===== src/pkg/sysopt_pkg.sv =====
package sysopt_pkg;

    // Register byte offsets on the AHB-Lite slave
    localparam logic [7:0] OFS_OPTIONS_TWO  = 8'h00;
    localparam logic [7:0] OFS_PART_ID_HIGH = 8'h04;
    localparam logic [7:0] OFS_PART_ID_LOW  = 8'h08;
    localparam logic [7:0] OFS_POWER_ONE    = 8'h0c;
    localparam logic [7:0] OFS_POWER_TWO    = 8'h10;
    localparam logic [7:0] OFS_WDOG_SERVICE = 8'h14;
    localparam logic [7:0] OFS_WDOG_SETUP   = 8'h18;

    // Options register fields
    localparam int OPT_WDOG_CLK   = 7;
    localparam int OPT_WDOG_WIN   = 6;
    localparam int OPT_SPI_A_FILT = 2;
    localparam int OPT_SPI_B_FILT = 1;
    localparam int OPT_CMP_ROUTE  = 0;
    localparam logic [7:0] OPT_RESET = 8'h00;
    localparam logic [7:0] OPT_MASK  = 8'hc7;

    // Power register one fields
    localparam int P1_WARN_FLAG = 7;
    localparam int P1_WARN_ACK  = 6;
    localparam int P1_WARN_IE   = 5;
    localparam int P1_BO_RST    = 4;
    localparam int P1_BO_STOP   = 3;
    localparam int P1_BO_EN     = 2;
    localparam int P1_BG_BUF    = 0;
    localparam logic [7:0] P1_RESET = 8'h1c;

    // Power register two fields
    localparam int P2_BO_SEL    = 5;
    localparam int P2_WARN_SEL  = 4;
    localparam int P2_PPD_FLAG  = 3;
    localparam int P2_PPD_ACK   = 2;
    localparam int P2_PPD_CTRL  = 0;

    // Identification (value arbitrary)
    localparam logic [11:0] PART_NUMBER = 12'h5a3;
    localparam logic [3:0]  ID_RSVD     = 4'h0;

    // Watchdog service sequence bytes and timeout field reset
    localparam logic [7:0] SVC_FIRST   = 8'h55;
    localparam logic [7:0] SVC_SECOND  = 8'haa;
    localparam logic [1:0] TMO_RESET   = 2'b11;

    // Low-power oscillator: 1 kHz tick derived from 125 MHz
    localparam int CLK_HZ  = 125_000_000;
    localparam int LPO_HZ  = 1_000;
    localparam int LPO_DIV = CLK_HZ / LPO_HZ;

    localparam logic [1:0] HTRANS_NONSEQ = 2'b10;
    localparam logic       HRESP_OKAY    = 1'b0;

endpackage


===== src/hdl/sysopt_regs.sv =====
// Our own choices: the placing of the registers and the AHB-Lite interface to the registers.
`timescale 1ns/1ps
// Functional notes
// - Clock select: 0 slow oscillator, 1 bus
// - Window mode: service only in last quarter
// - Early service write in window forces reset
// - Write-once bits take only first write
// - Bit two enables serial port A filter
// - Bit one enables serial port B filter
// - Bit zero routes comparator to timer
// - High id: reserved nibble, part number upper
// - Low id: lower eight part bits
// - Warning flag sets and stays latched
// - Ack clears flag only if warning gone
// - Interrupt request while flag and enable
// - Brownout reset needs detect logic enable
// - Stop enable keeps detection in stop
// - Logic enable gates other detect bits
// - Bandgap buffer enable output
// - Partial power-down flag after stop2 recovery
// - Ack writes clear partial power-down flag
// - Control selects stop3 or stop2 once
// - Threshold selects drive trip points
// - Timeout from clock and field, zero off
module sysopt_regs
    import sysopt_pkg::*;
(
    // AHB-Lite slave
    input  wire logic        hclk,
    input  wire logic        hresetn,
    input  wire logic        hsel,
    input  wire logic [31:0] haddr,
    input  wire logic [1:0]  htrans,
    input  wire logic        hwrite,
    input  wire logic [2:0]  hsize,
    input  wire logic [31:0] hwdata,
    input  wire logic        hready,
    output logic      [31:0] hrdata,
    output logic             hreadyout,
    output logic             hresp,
    // Reset cause and supply conditions
    input  wire logic        por_event,
    input  wire logic        low_supply_warn,
    input  wire logic        brownout_detect,
    input  wire logic        stop_active,
    input  wire logic        stop2_recovered,
    input  wire logic        comparator_out,
    // Option and power controls
    output logic             serial_port_a_filter_enable,
    output logic             serial_port_b_filter_enable,
    output logic             timer_capture_in,
    output logic             bandgap_buffer_enable,
    output logic             brownout_active,
    output logic             brownout_threshold_select,
    output logic             warning_threshold_select,
    output logic             stop2_select,
    output logic             supply_warning_irq,
    output logic             system_reset_req
);

    ////////////////////////////////////////////////////////////////////////
    // Pin synchroniser: three stages, change accepted on agreement
    logic [4:0] s1_q, s2_q, s3_q, clean_q;
    logic [4:0] raw;
    assign raw = {comparator_out, stop2_recovered, stop_active,
                  brownout_detect, low_supply_warn};

    always_ff @(posedge hclk or negedge hresetn) begin
        if (!hresetn) begin
            s1_q    <= '0;
            s2_q    <= '0;
            s3_q    <= '0;
            clean_q <= '0;
        end else begin
            s1_q <= raw;
            s2_q <= s1_q;
            s3_q <= s2_q;
            for (int i = 0; i < 5; i++) begin
                if (s2_q[i] == s3_q[i]) begin
                    clean_q[i] <= s3_q[i];
                end
            end
        end
    end

    logic warn_in, bo_in, stop_in, rec_in, cmp_in;
    assign {cmp_in, rec_in, stop_in, bo_in, warn_in} = clean_q;

    ////////////////////////////////////////////////////////////////////////
    // Selects that survive all but power-on reset
    logic sel_q, sel_d;
    logic wsel_q, wsel_d;

    ////////////////////////////////////////////////////////////////////////
    // State
    typedef struct packed {
        logic        ph_wr;
        logic        ph_rd;
        logic [7:0]  ph_ofs;
        logic [31:0] rdata;
        logic [7:0]  opt;
        logic        opt_done;
        logic [1:0]  tmo;
        logic        tmo_done;
        logic        warn_flag;
        logic        warn_ie;
        logic        bo_rst;
        logic        bo_stop;
        logic        bo_en;
        logic        bg_buf;
        logic        p1_done;
        logic        ppd_flag;
        logic        ppd_ctrl;
        logic        ppd_done;
        logic        svc_armed;
        logic [16:0] lpo_cnt;
        logic [17:0] wd_cnt;
        logic        rst_req;
        logic        bo_hit;
    } state_t;

    state_t st_q, st_d;

    // Timeout length in source cycles, zero means disabled
    function automatic logic [17:0] wd_limit(input logic clk_bus,
                                             input logic [1:0] t);
        logic [17:0] r;
        r = '0;
        unique case ({clk_bus, t})
            3'b001: r = 18'd32;
            3'b010: r = 18'd256;
            3'b011: r = 18'd1024;
            3'b101: r = 18'd8192;
            3'b110: r = 18'd65535;
            3'b111: r = 18'h3ffff;
            default: r = '0;
        endcase
        return r;
    endfunction

    logic [17:0] limit;
    logic        wd_tick, wd_win_open, wd_expire, acc;
    logic [7:0]  wb;

    always_comb begin
        st_d    = st_q;
        sel_d   = sel_q;
        wsel_d  = wsel_q;
        wb      = hwdata[7:0];
        acc     = hsel && hready && (htrans == HTRANS_NONSEQ);
        st_d.rst_req = 1'b0;

        // Low-power oscillator tick divider
        // source select
        if (st_q.lpo_cnt == 17'(LPO_DIV - 1)) begin
            st_d.lpo_cnt = '0;
        end else begin
            st_d.lpo_cnt = st_q.lpo_cnt + 17'd1;
        end
        wd_tick = st_q.opt[OPT_WDOG_CLK] ? 1'b1
                                          : (st_q.lpo_cnt == '0);

        limit       = wd_limit(st_q.opt[OPT_WDOG_CLK], st_q.tmo);
        wd_win_open = (st_q.wd_cnt >= (limit - (limit >> 2)));
        wd_expire   = (limit != '0) && (st_q.wd_cnt >= limit);
        if (limit != '0 && wd_tick) begin
            st_d.wd_cnt = st_q.wd_cnt + 18'd1;
        end
        if (wd_expire) begin
            st_d.rst_req = 1'b1;
            st_d.wd_cnt  = '0;
        end

        // Data phase: writes land here
        if (st_q.ph_wr) begin
            unique case (st_q.ph_ofs)
                OFS_OPTIONS_TWO: begin
                    if (!st_q.opt_done) begin
                        st_d.opt[OPT_WDOG_CLK] = wb[OPT_WDOG_CLK];
                        st_d.opt[OPT_WDOG_WIN] = wb[OPT_WDOG_WIN];
                        st_d.opt_done          = 1'b1;
                    end
                    // Filter and route bits stay writable
                    st_d.opt[OPT_SPI_A_FILT] = wb[OPT_SPI_A_FILT];
                    st_d.opt[OPT_SPI_B_FILT] = wb[OPT_SPI_B_FILT];
                    st_d.opt[OPT_CMP_ROUTE]  = wb[OPT_CMP_ROUTE];
                end
                OFS_WDOG_SETUP: begin
                    if (!st_q.tmo_done) begin
                        st_d.tmo      = wb[1:0];
                        st_d.tmo_done = 1'b1;
                    end
                end
                OFS_WDOG_SERVICE: begin
                    if (st_q.opt[OPT_WDOG_WIN] && limit != '0
                        && !wd_win_open) begin
                        st_d.rst_req = 1'b1;
                    end else if (wb == SVC_FIRST) begin
                        st_d.svc_armed = 1'b1;
                    end else if (wb == SVC_SECOND && st_q.svc_armed) begin
                        st_d.svc_armed = 1'b0;
                        st_d.wd_cnt    = '0;
                    end else begin
                        st_d.svc_armed = 1'b0;
                    end
                end
                OFS_POWER_ONE: begin
                    if (wb[P1_WARN_ACK] && !warn_in) begin
                        st_d.warn_flag = 1'b0;
                    end
                    st_d.warn_ie = wb[P1_WARN_IE];
                    st_d.bo_stop = wb[P1_BO_STOP];
                    st_d.bg_buf  = wb[P1_BG_BUF];
                    if (!st_q.p1_done) begin
                        st_d.bo_rst  = wb[P1_BO_RST];
                        st_d.bo_en   = wb[P1_BO_EN];
                        st_d.p1_done = 1'b1;
                    end
                end
                OFS_POWER_TWO: begin
                    sel_d  = wb[P2_BO_SEL];
                    wsel_d = wb[P2_WARN_SEL];
                    if (wb[P2_PPD_ACK]) begin
                        st_d.ppd_flag = 1'b0;
                    end
                    if (!st_q.ppd_done) begin
                        st_d.ppd_ctrl = wb[P2_PPD_CTRL];
                        st_d.ppd_done = 1'b1;
                    end
                end
                default: ;
            endcase
        end

        if (warn_in) begin
            st_d.warn_flag = 1'b1;
        end
        if (rec_in) begin
            st_d.ppd_flag = 1'b1;
        end

        // gated brownout reset
        // Request on the event edge so the request stays a pulse
        st_d.bo_hit = bo_in && st_q.bo_en && st_q.bo_rst
                      && (!stop_in || st_q.bo_stop);
        if (st_d.bo_hit && !st_q.bo_hit) begin
            st_d.rst_req = 1'b1;
        end

        // Address phase capture and read data
        st_d.ph_wr  = acc && hwrite;
        st_d.ph_rd  = acc && !hwrite;
        st_d.ph_ofs = haddr[7:0];
        st_d.rdata  = '0;
        if (acc && !hwrite) begin
            unique case (haddr[7:0])
                OFS_OPTIONS_TWO:  st_d.rdata[7:0] = st_q.opt;
                OFS_PART_ID_HIGH: st_d.rdata[7:0] = {ID_RSVD,
                                                     PART_NUMBER[11:8]};
                OFS_PART_ID_LOW:  st_d.rdata[7:0] = PART_NUMBER[7:0];
                OFS_POWER_ONE:    st_d.rdata[7:0] = {st_q.warn_flag, 1'b0,
                                  st_q.warn_ie, st_q.bo_rst, st_q.bo_stop,
                                  st_q.bo_en, 1'b0, st_q.bg_buf};
                OFS_POWER_TWO:    st_d.rdata[7:0] = {2'b00, sel_q, wsel_q,
                                  st_q.ppd_flag, 2'b00, st_q.ppd_ctrl};
                OFS_WDOG_SETUP:   st_d.rdata[7:0] = {6'd0, st_q.tmo};
                default:          st_d.rdata = '0;
            endcase
        end
    end

    ////////////////////////////////////////////////////////////////////////
    // Main register, loaded with its reset values (not all zero) by every reset
    always_ff @(posedge hclk or negedge hresetn) begin
        if (!hresetn) begin
            st_q          <= '0;
            st_q.opt      <= OPT_RESET;
            st_q.tmo      <= TMO_RESET;
            st_q.bo_rst   <= P1_RESET[P1_BO_RST];
            st_q.bo_stop  <= P1_RESET[P1_BO_STOP];
            st_q.bo_en    <= P1_RESET[P1_BO_EN];
        end else begin
            st_q <= st_d;
        end
    end

    always_ff @(posedge hclk) begin
        if (por_event) begin
            sel_q  <= 1'b0;
            wsel_q <= 1'b0;
        end else begin
            sel_q  <= sel_d;
            wsel_q <= wsel_d;
        end
    end

    ////////////////////////////////////////////////////////////////////////
    // Outputs
    assign hrdata    = st_q.rdata;
    assign hreadyout = 1'b1;
    assign hresp     = HRESP_OKAY;
    assign serial_port_a_filter_enable = st_q.opt[OPT_SPI_A_FILT];
    assign serial_port_b_filter_enable = st_q.opt[OPT_SPI_B_FILT];
    assign timer_capture_in = st_q.opt[OPT_CMP_ROUTE] & cmp_in;
    assign bandgap_buffer_enable = st_q.bg_buf;
    assign brownout_active = st_q.bo_en & (!stop_in | st_q.bo_stop);
    assign brownout_threshold_select = sel_q;
    assign warning_threshold_select  = wsel_q;
    assign stop2_select = st_q.ppd_ctrl;
    assign supply_warning_irq = st_q.warn_flag & st_q.warn_ie;
    assign system_reset_req   = st_q.rst_req;

endmodule


===== config.mk =====
export PLATFORM = sky130hd
export DESIGN_NAME = sysopt_regs
export DESIGN_NICKNAME = d
export VERILOG_FILES = /design/src/pkg/sysopt_pkg.sv /design/src/hdl/sysopt_regs.sv
export SDC_FILE = /design/constraint.sdc
export NUM_CORES = 1
export LEC_CHECK = 0
export ABC_AREA = 1
export BUFFER_PORTS_ARGS = -buffer_cell sky130_fd_sc_hd__clkbuf_2
export CAP_MARGIN = 20
export CORE_MARGIN = 4
export CORE_UTILIZATION = 40
export DETAILED_ROUTE_END_ITERATION = 8
export PLACE_DENSITY = 0.67
export SYNTH_ARGS = -nofsm -noshare
export SYNTH_HDL_FRONTEND = slang
export SYNTH_SLANG_ARGS = --single-unit
export TNS_END_PERCENT = 1

===== constraint.sdc =====
create_clock -name hclk -period 8.5 [get_ports hclk]
set_input_delay 1.275 -clock hclk [delete_from_list [all_inputs] [get_ports hclk]]
set_output_delay 1.275 -clock hclk [all_outputs]
set_load 0.03 [all_outputs]

==> impl_metrics.tcl, run 1 <==
set metrics [dict create \
    yosys.cell_types.count 44 \
    cts_hold_buf 0 \
    ant_nets 0 \
    fmax_ghz 0.258 \
    syn_to_final_growth_pct 9.02 \
    die_w_microns 130 \
    fin_setup_tns_ns 0 \
    hp-class "flip-flop to flip-flop" \
    cts-buffers-inserted 9 \
    multi_input_area_sq_mm 0.00291 \
    htreeDepth 3 \
    run_status "completed" \
    drt_first_pass_iters 5 \
    clock_latency_ns 0.36 \
    port_buffers 46 \
    setup_violations 0 \
    path_clk_slew_ns 0.07 \
    slew_headroom_pct 37.1 \
    ys_async_sr_fraction_pct 97.9 \
    slew_violations 0 \
    cp.required_ns 8.73 \
    skew_ns 0.00899 \
    dp_hpwl_microns 9410 \
    row_count 44 \
    cts_sinks 96 \
    syn_area_sq_mm 0.00598 \
    synth.area.top_cells "dfrtp_1, nand2_1, ha_1" \
    end_kind "flip-flop" \
    via_per_inst 4.74 \
    vias 4786 \
    drt_iter0_drc 380 \
    yosys_warnings 0 \
    clockBufferDepth 2 \
    grt_use_total_pct 15.1 \
    leakage_uw 0.00338 \
    syn_avg_cell_area_sq_um 7.65 \
    critPathTopFamily "simple AND/OR/NAND/NOR gates" \
    postSynthCellCount 781 \
    ys_ff_latch 96 \
    grt_pass1_vias 4181 \
    yosysSeqAreaShare_pct 40.1 \
    antenna_cells 0 \
    cts_setup_buffers 0 \
    path_class "flip-flop to flip-flop" \
    seq_area_sq_mm 0.00240 \
    synth_top_area_share_pct 37.3 \
    grt_overflow 0 \
    slowest_delay_ns 0.49 \
    nNetsFinal 943 \
    start_util_pct 41.0 \
    ios 124 \
    grt_pass1_wl_microns 20500 \
    gp_congestion 0.873 \
    wirelength_microns 12300 \
    synth_edf_count 0 \
    cp.arrival_ns 4.10 \
    peakVddDrop_v 0.000102 \
    cp_slowest_cell "dfrtp_1" \
    final_layout_size_suffix_gt1_share_pct 13.4 \
    ctsResizeCount 0 \
    antenna_found_initial 0 \
    period_minus_slack_ns 3.87 \
    n_fill_cell 1440 \
    die_y_microns 130 \
    grt_setup_unrepaired "false" \
    grt_max_degree 78 \
    critPathBufInv 2 \
    maxCapViolations 0 \
    synth-main-ff-cell "dfrtp_1" \
    die_area_sq_mm 0.0170 \
    fin_util_pct 44.7 \
    cp_common_cell "nand2_1" \
    p_per_area_mw_per_mm2 183 \
    path_cells "nand2_1, inv_1, a21oi_1, inv_1, ha_1, o21ai_0, nand2_1, nand2_1, a22oi_1, ha_1, nand2_1, nor2_1, nand3_1, nor2_1, nor2_2, nand2_2, nand2_4, nand3_1, nor2_1" \
    final_hold_viol_count 0 \
    core_sq_mm 0.0146 \
    wire_per_inst_microns 12.2 \
    startpoint_type "flip-flop" \
    yosysTopAreaCell "dfrtp_1" \
    tightest_slew_ns 0.943 \
    drc_errors 0 \
    root_buffer "clkbuf_16" \
    cts_tree "done" \
    cp_max_fo 18 \
    fin_crit_sh_pct 45.5 \
]
cell families after synthesis:
kind of cell / after synthesis / share of synthesized area, %
adder cells (fa/ha/maj): 47 / 9.63
XOR/XNOR: 7 / 1.03
AO/OA/AOI/OAI: 50 / 4.71
other: 2 / 0.126
AND/OR/NAND/NOR: 420 / 31.4
buffers and inverters: 158 / 12.8
multiplexers: 1 / 0.188
flip-flops: 96 / 40.1
metal layers:
layer	GRT usage, %	up-vias	share of wire, %
met5	0	-	0
met4	4.34	0	1.1
met3	3.48	14	3.9
met2	23.4	83	47
met1	21.3	2190	48
li1	-	2499	-
report_power, final:
part           switching [uW]  leakage, uW  internal (uW)
Combinational             173      0.00207           84.0
Sequential               29.1      0.00117            484
Clock                     190     0.000146            233
Total                     392      0.00338            801
registers in the layout (all words and copies together), names as in the netlist, 5 cells and up:
signal	flops
st_q	61
hrdata	8
clean_q	5
s1_q	5
s2_q	5
s3_q	5
area by class of cell:
cell class	count	area share (%)
sequential	96	36.8
inverter	116	6.72
clock inverter	6	1.15
tap	184	3.53
multi-input combinational	551	44.6
clock buffer	10	3.51
timing repair buffer	47	3.69
layout by cell type (no fill, tap or decap), drive strengths merged:
cell type,n
clkinvlp,1
maj3,5
inv,118
a31oi,1
nor4,8
o2111ai,1
conb,26
a22oi,1
bufinv,1
clkinv,2
nor2,118
mux2,1
nand2,193
dfxtp,2
a211oi,5
nor3b,3
buf,2
dfstp,5
nand3,63
or2,2
a21oi,15
o22ai,1
a21o,2
xor2,7
o21bai,2
nor3,20
nand4,10
nand3b,2
dfrtp,89
clkbuf,55
ha,42
o21ai,22
and3,1
through the flow:
stage | std cells | hold WS (ns) | setup WS, ns | total power [uW] | area, sq um
finish | 1010 | 0.348 | 4.63 | 1190 | 6520
global route | 1010 | 0.355 | 4.16 | 1280 | 6520
global placement | 994 | 0.332 | 4.67 | 776 | 6210
detailed placement | 994 | 0.336 | 4.60 | 782 | 6210
floorplan | 805 | 0.331 | 5.29 | 723 | 6070
CTS | 1010 | 0.352 | 4.59 | 1210 | 6520
path summary, 6_finish.rpt:
kind	startpoint	endpoint	slack, ns	depth (start not counted)
worst max register to register	st_q[59]	st_q[10]	4.63	19
max in group asynchronous	hresetn	st_q[32]	6.49	2
min in group asynchronous	hresetn	st_q[4]	0.78	1
worst min-delay path	s1_q[0]	s2_q[0]	0.35	0
worst max-delay path	st_q[59]	st_q[10]	4.63	19
worst min register to register	s1_q[0]	s2_q[0]	0.35	0
Yosys cell counts (2+ instances only):
| cell type | n |
|---|---|
| nor3_2 | 2 |
| a211oi_1 | 5 |
| nor3b_1 | 3 |
| buf_4 | 38 |
| a21o_1 | 2 |
| dfstp_2 | 5 |
| xor2_1 | 7 |
| o21ai_0 | 14 |
| dfrtp_1 | 89 |
| maj3_1 | 5 |
| inv_1 | 103 |
| o21bai_1 | 2 |
| nor2_2 | 15 |
| nor2_1 | 103 |
| nor4_1 | 8 |
| nand3_1 | 53 |
| nand4_1 | 10 |
| nand3b_1 | 2 |
| nand3_2 | 10 |
| inv_2 | 11 |
| nand2_1 | 190 |
| conb_1 | 2 |
| o21ai_1 | 8 |
| nor3_1 | 17 |
| nand2_4 | 2 |
| a21oi_1 | 15 |
| ha_1 | 42 |
| dfxtp_1 | 2 |
Note: power is estimated with default switching activity, not from simulation.
==> run 2, diff against run 1 <==
Settings changed: ABC_AREA 1 to 0, PLACE_DENSITY 0.67 to 0.71.
Clock period 8.5 ns to 3.4 ns, I/O delays scaled along.
==> impl_metrics.tcl, run 2 <==
set metrics [dict create \
    final_cell_mix "dfrtp_1, clkbuf_2, ha_1" \
    layout.cells.most_common "dfrtp_1" \
    seq_area_sq_mm 0.00240 \
    synth.area.top_cells "dfrtp_1, ha_1, buf_4" \
    drt_first_pass_iters 4 \
    ys_async_sr_fraction_pct 97.9 \
    ios 124 \
    synth-simple-area-share_pct 21.2 \
    fmax_ghz 0.309 \
    yosys.cell_types.count 52 \
    end_kind "flip-flop" \
    cp_slowest_cell "dfrtp_1" \
    grt_overflow 0 \
    dp_hpwl_microns 8000 \
    syn_to_final_growth_pct 16.6 \
    slew_headroom_pct 43.6 \
    hold_slack_ns 0.238 \
    synth_top_area_share_pct 42.7 \
    path_cells "buf_4, o21ai_0, ha_1, o21ai_1, nand2_1, xnor2_1, ha_1, nand4_1, nor4_2, o21ai_1, nand3_1, nor4b_4, buf_6, buf_4, buf_6, nor3_1" \
    path_class "flip-flop to flip-flop" \
    largest-register "st_q" \
    vias 3753 \
    p_per_area_mw_per_mm2 447 \
    die_y_microns 122 \
    gp_congestion 0.897 \
    drc_errors 0 \
    rr_worst_depth 16 \
    row_count 41 \
    wire_per_inst_microns 14.9 \
    grt_use_total_pct 16.0 \
    largest_reg_flops 61 \
    cp.arrival_ns 3.48 \
    slowest_delay_ns 0.43 \
    synth_mux_area_share_pct 3.14 \
    leakage_uw 0.00288 \
    synth_xor_area_share_pct 5.71 \
    fin_util_pct 48.0 \
    maxCapViolations 0 \
    run_status "completed" \
    grt_pass1_vias 4054 \
    die_w_microns 122 \
    final_hold_viol_count 0 \
    setup_violations 0 \
    cts_tree "done" \
    multi_input_area_sq_mm 0.00267 \
    wirelength_microns 10900 \
    cts-buffers-inserted 9 \
    syn_area_sq_mm 0.00521 \
    core_sq_mm 0.0127 \
    clock_latency_ns 0.36 \
    synth-main-ff-cell "dfrtp_1" \
    post_dp_cell_area_sq_mm 0.00560 \
    grt_max_degree 67 \
    yosysMostFrequentCell "dfrtp_1" \
    critPathTopFamily "simple AND/OR/NAND/NOR gates" \
    nNetsFinal 675 \
    yosysSeqAreaShare_pct 46.0 \
    tightest_slew_ns 0.840 \
    path_clk_slew_ns 0.08 \
    yosys_warnings 0 \
    antenna_cells 0 \
    ant_nets 0 \
    skew_ns 0.00990 \
    synth_compound_area_share_pct 6.02 \
    synth_edf_count 0 \
    htreeDepth 3 \
    cp_max_fo 5 \
    die_area_sq_mm 0.0149 \
    grt_setup_unrepaired "true" \
    period_minus_slack_ns 3.24 \
    start_util_pct 41.1 \
    cp.required_ns 3.64 \
    slew_violations 0 \
    postSynthCellCount 493 \
    ys_ff_latch 96 \
    cts_sinks 96 \
    via_per_inst 5.14 \
    root_buffer "clkbuf_16" \
    n_fill_cell 1150 \
    antenna_found_initial 0 \
    synthAdderAreaFrac_pct 11.0 \
    syn_avg_cell_area_sq_um 10.6 \
    ys_top_cells_by_count "dfrtp_1, ha_1, buf_4, nand2_1, nor2_1" \
    startpoint_type "flip-flop" \
    hp-class "input pin to async pin" \
    grt_pass1_wl_microns 18800 \
    clockBufferDepth 2 \
    cp.depth 16 \
    critPathBufInv 4 \
    final_layout_size_suffix_gt1_share_pct 24.4 \
    fin_crit_sh_pct 95.2 \
    port_buffers 46 \
    cts_hold_buf 0 \
    yosysTopAreaCell "dfrtp_1" \
    synth_top_family_by_area "simple AND/OR/NAND/NOR gates" \
    peakVddDrop_v 0.000338 \
    final_area_sq_mm 0.00608 \
    drt_iter0_drc 107 \
]
run 2: cell count changes after synthesis, moves of 13 or more:
| cell | change |
|---|---|
| nand2_1 | -155 |
| inv_1 | -86 |
| nor2_1 | -68 |
| nand3_1 | -29 |
| nor2_2 | -14 |
| xor2_1 | +14 |
| xnor2_1 | +13 |
run 2: kinds of logic after synthesis:
group	count (synthesis)
other cells	2
compound gates	51
fa+ha+maj	47
buf+inv	58
simple gates	190
flops	96
xor+xnor	34
mux	15
run 2: worst paths after layout:
kind	startpoint	end	slack (ns)
setup / recovery	st_q[59]	st_q[5]	0.16
hold / removal	hresetn	s1_q[2]	0.24
setup reg to reg	st_q[59]	st_q[5]	0.16
hold reg to reg	s1_q[0]	s2_q[0]	0.35
max in group asynchronous	hresetn	st_q[45]	2.35
min in group hclk	stop_active	s1_q[2]	0.25
run 2: metal layers:
metal  track usage (%)  wire length (microns)  vias up
met2              26.8                   5220       98
met1              19.8                   4900     1834
met4              7.70                    293        0
met3              3.02                    462       21
li1                  -                      -     1800
met5                 0                      0        -
run 2: timing repair:
item / 4_1_cts / 5_1_grt
endpoints found under the setup margin: 11 / 18
cloned: 2 / 0
pin swaps: 2 / 8
buffers inserted: 3 / 2
resized for setup: 4 / 21
run 2: cell type report:
class	count	share of cell area (%)
clock inverter	7	1.50
multi-input combinational	363	43.9
clock buffer	9	3.71
inverter	17	1.05
sequential	96	39.5
timing repair buffer	66	6.88
tap	172	3.54
run 2: through the flow:
stage | std cells | total power, uW | setup WS [ns] | TNS [ns]
2_1_floorplan | 517 | 1570 | 0.0141 | 0
3_3_place_gp | 708 | 1650 | 0.120 | 0
3_5_place_dp | 708 | 1670 | 0.0150 | 0
4_1_cts | 729 | 2720 | 0.0763 | 0
5_1_grt | 730 | 2870 | -0.0493 | -0.388
6_report | 730 | 2720 | 0.164 | 0
run 2: power by group:
group / switching, uW / internal (uW) / total (uW)
clock: 510 / 533 / 1040
sequential: 72.8 / 1200 / 1280
combinational: 233 / 164 / 397
total: 816 / 1900 / 2720
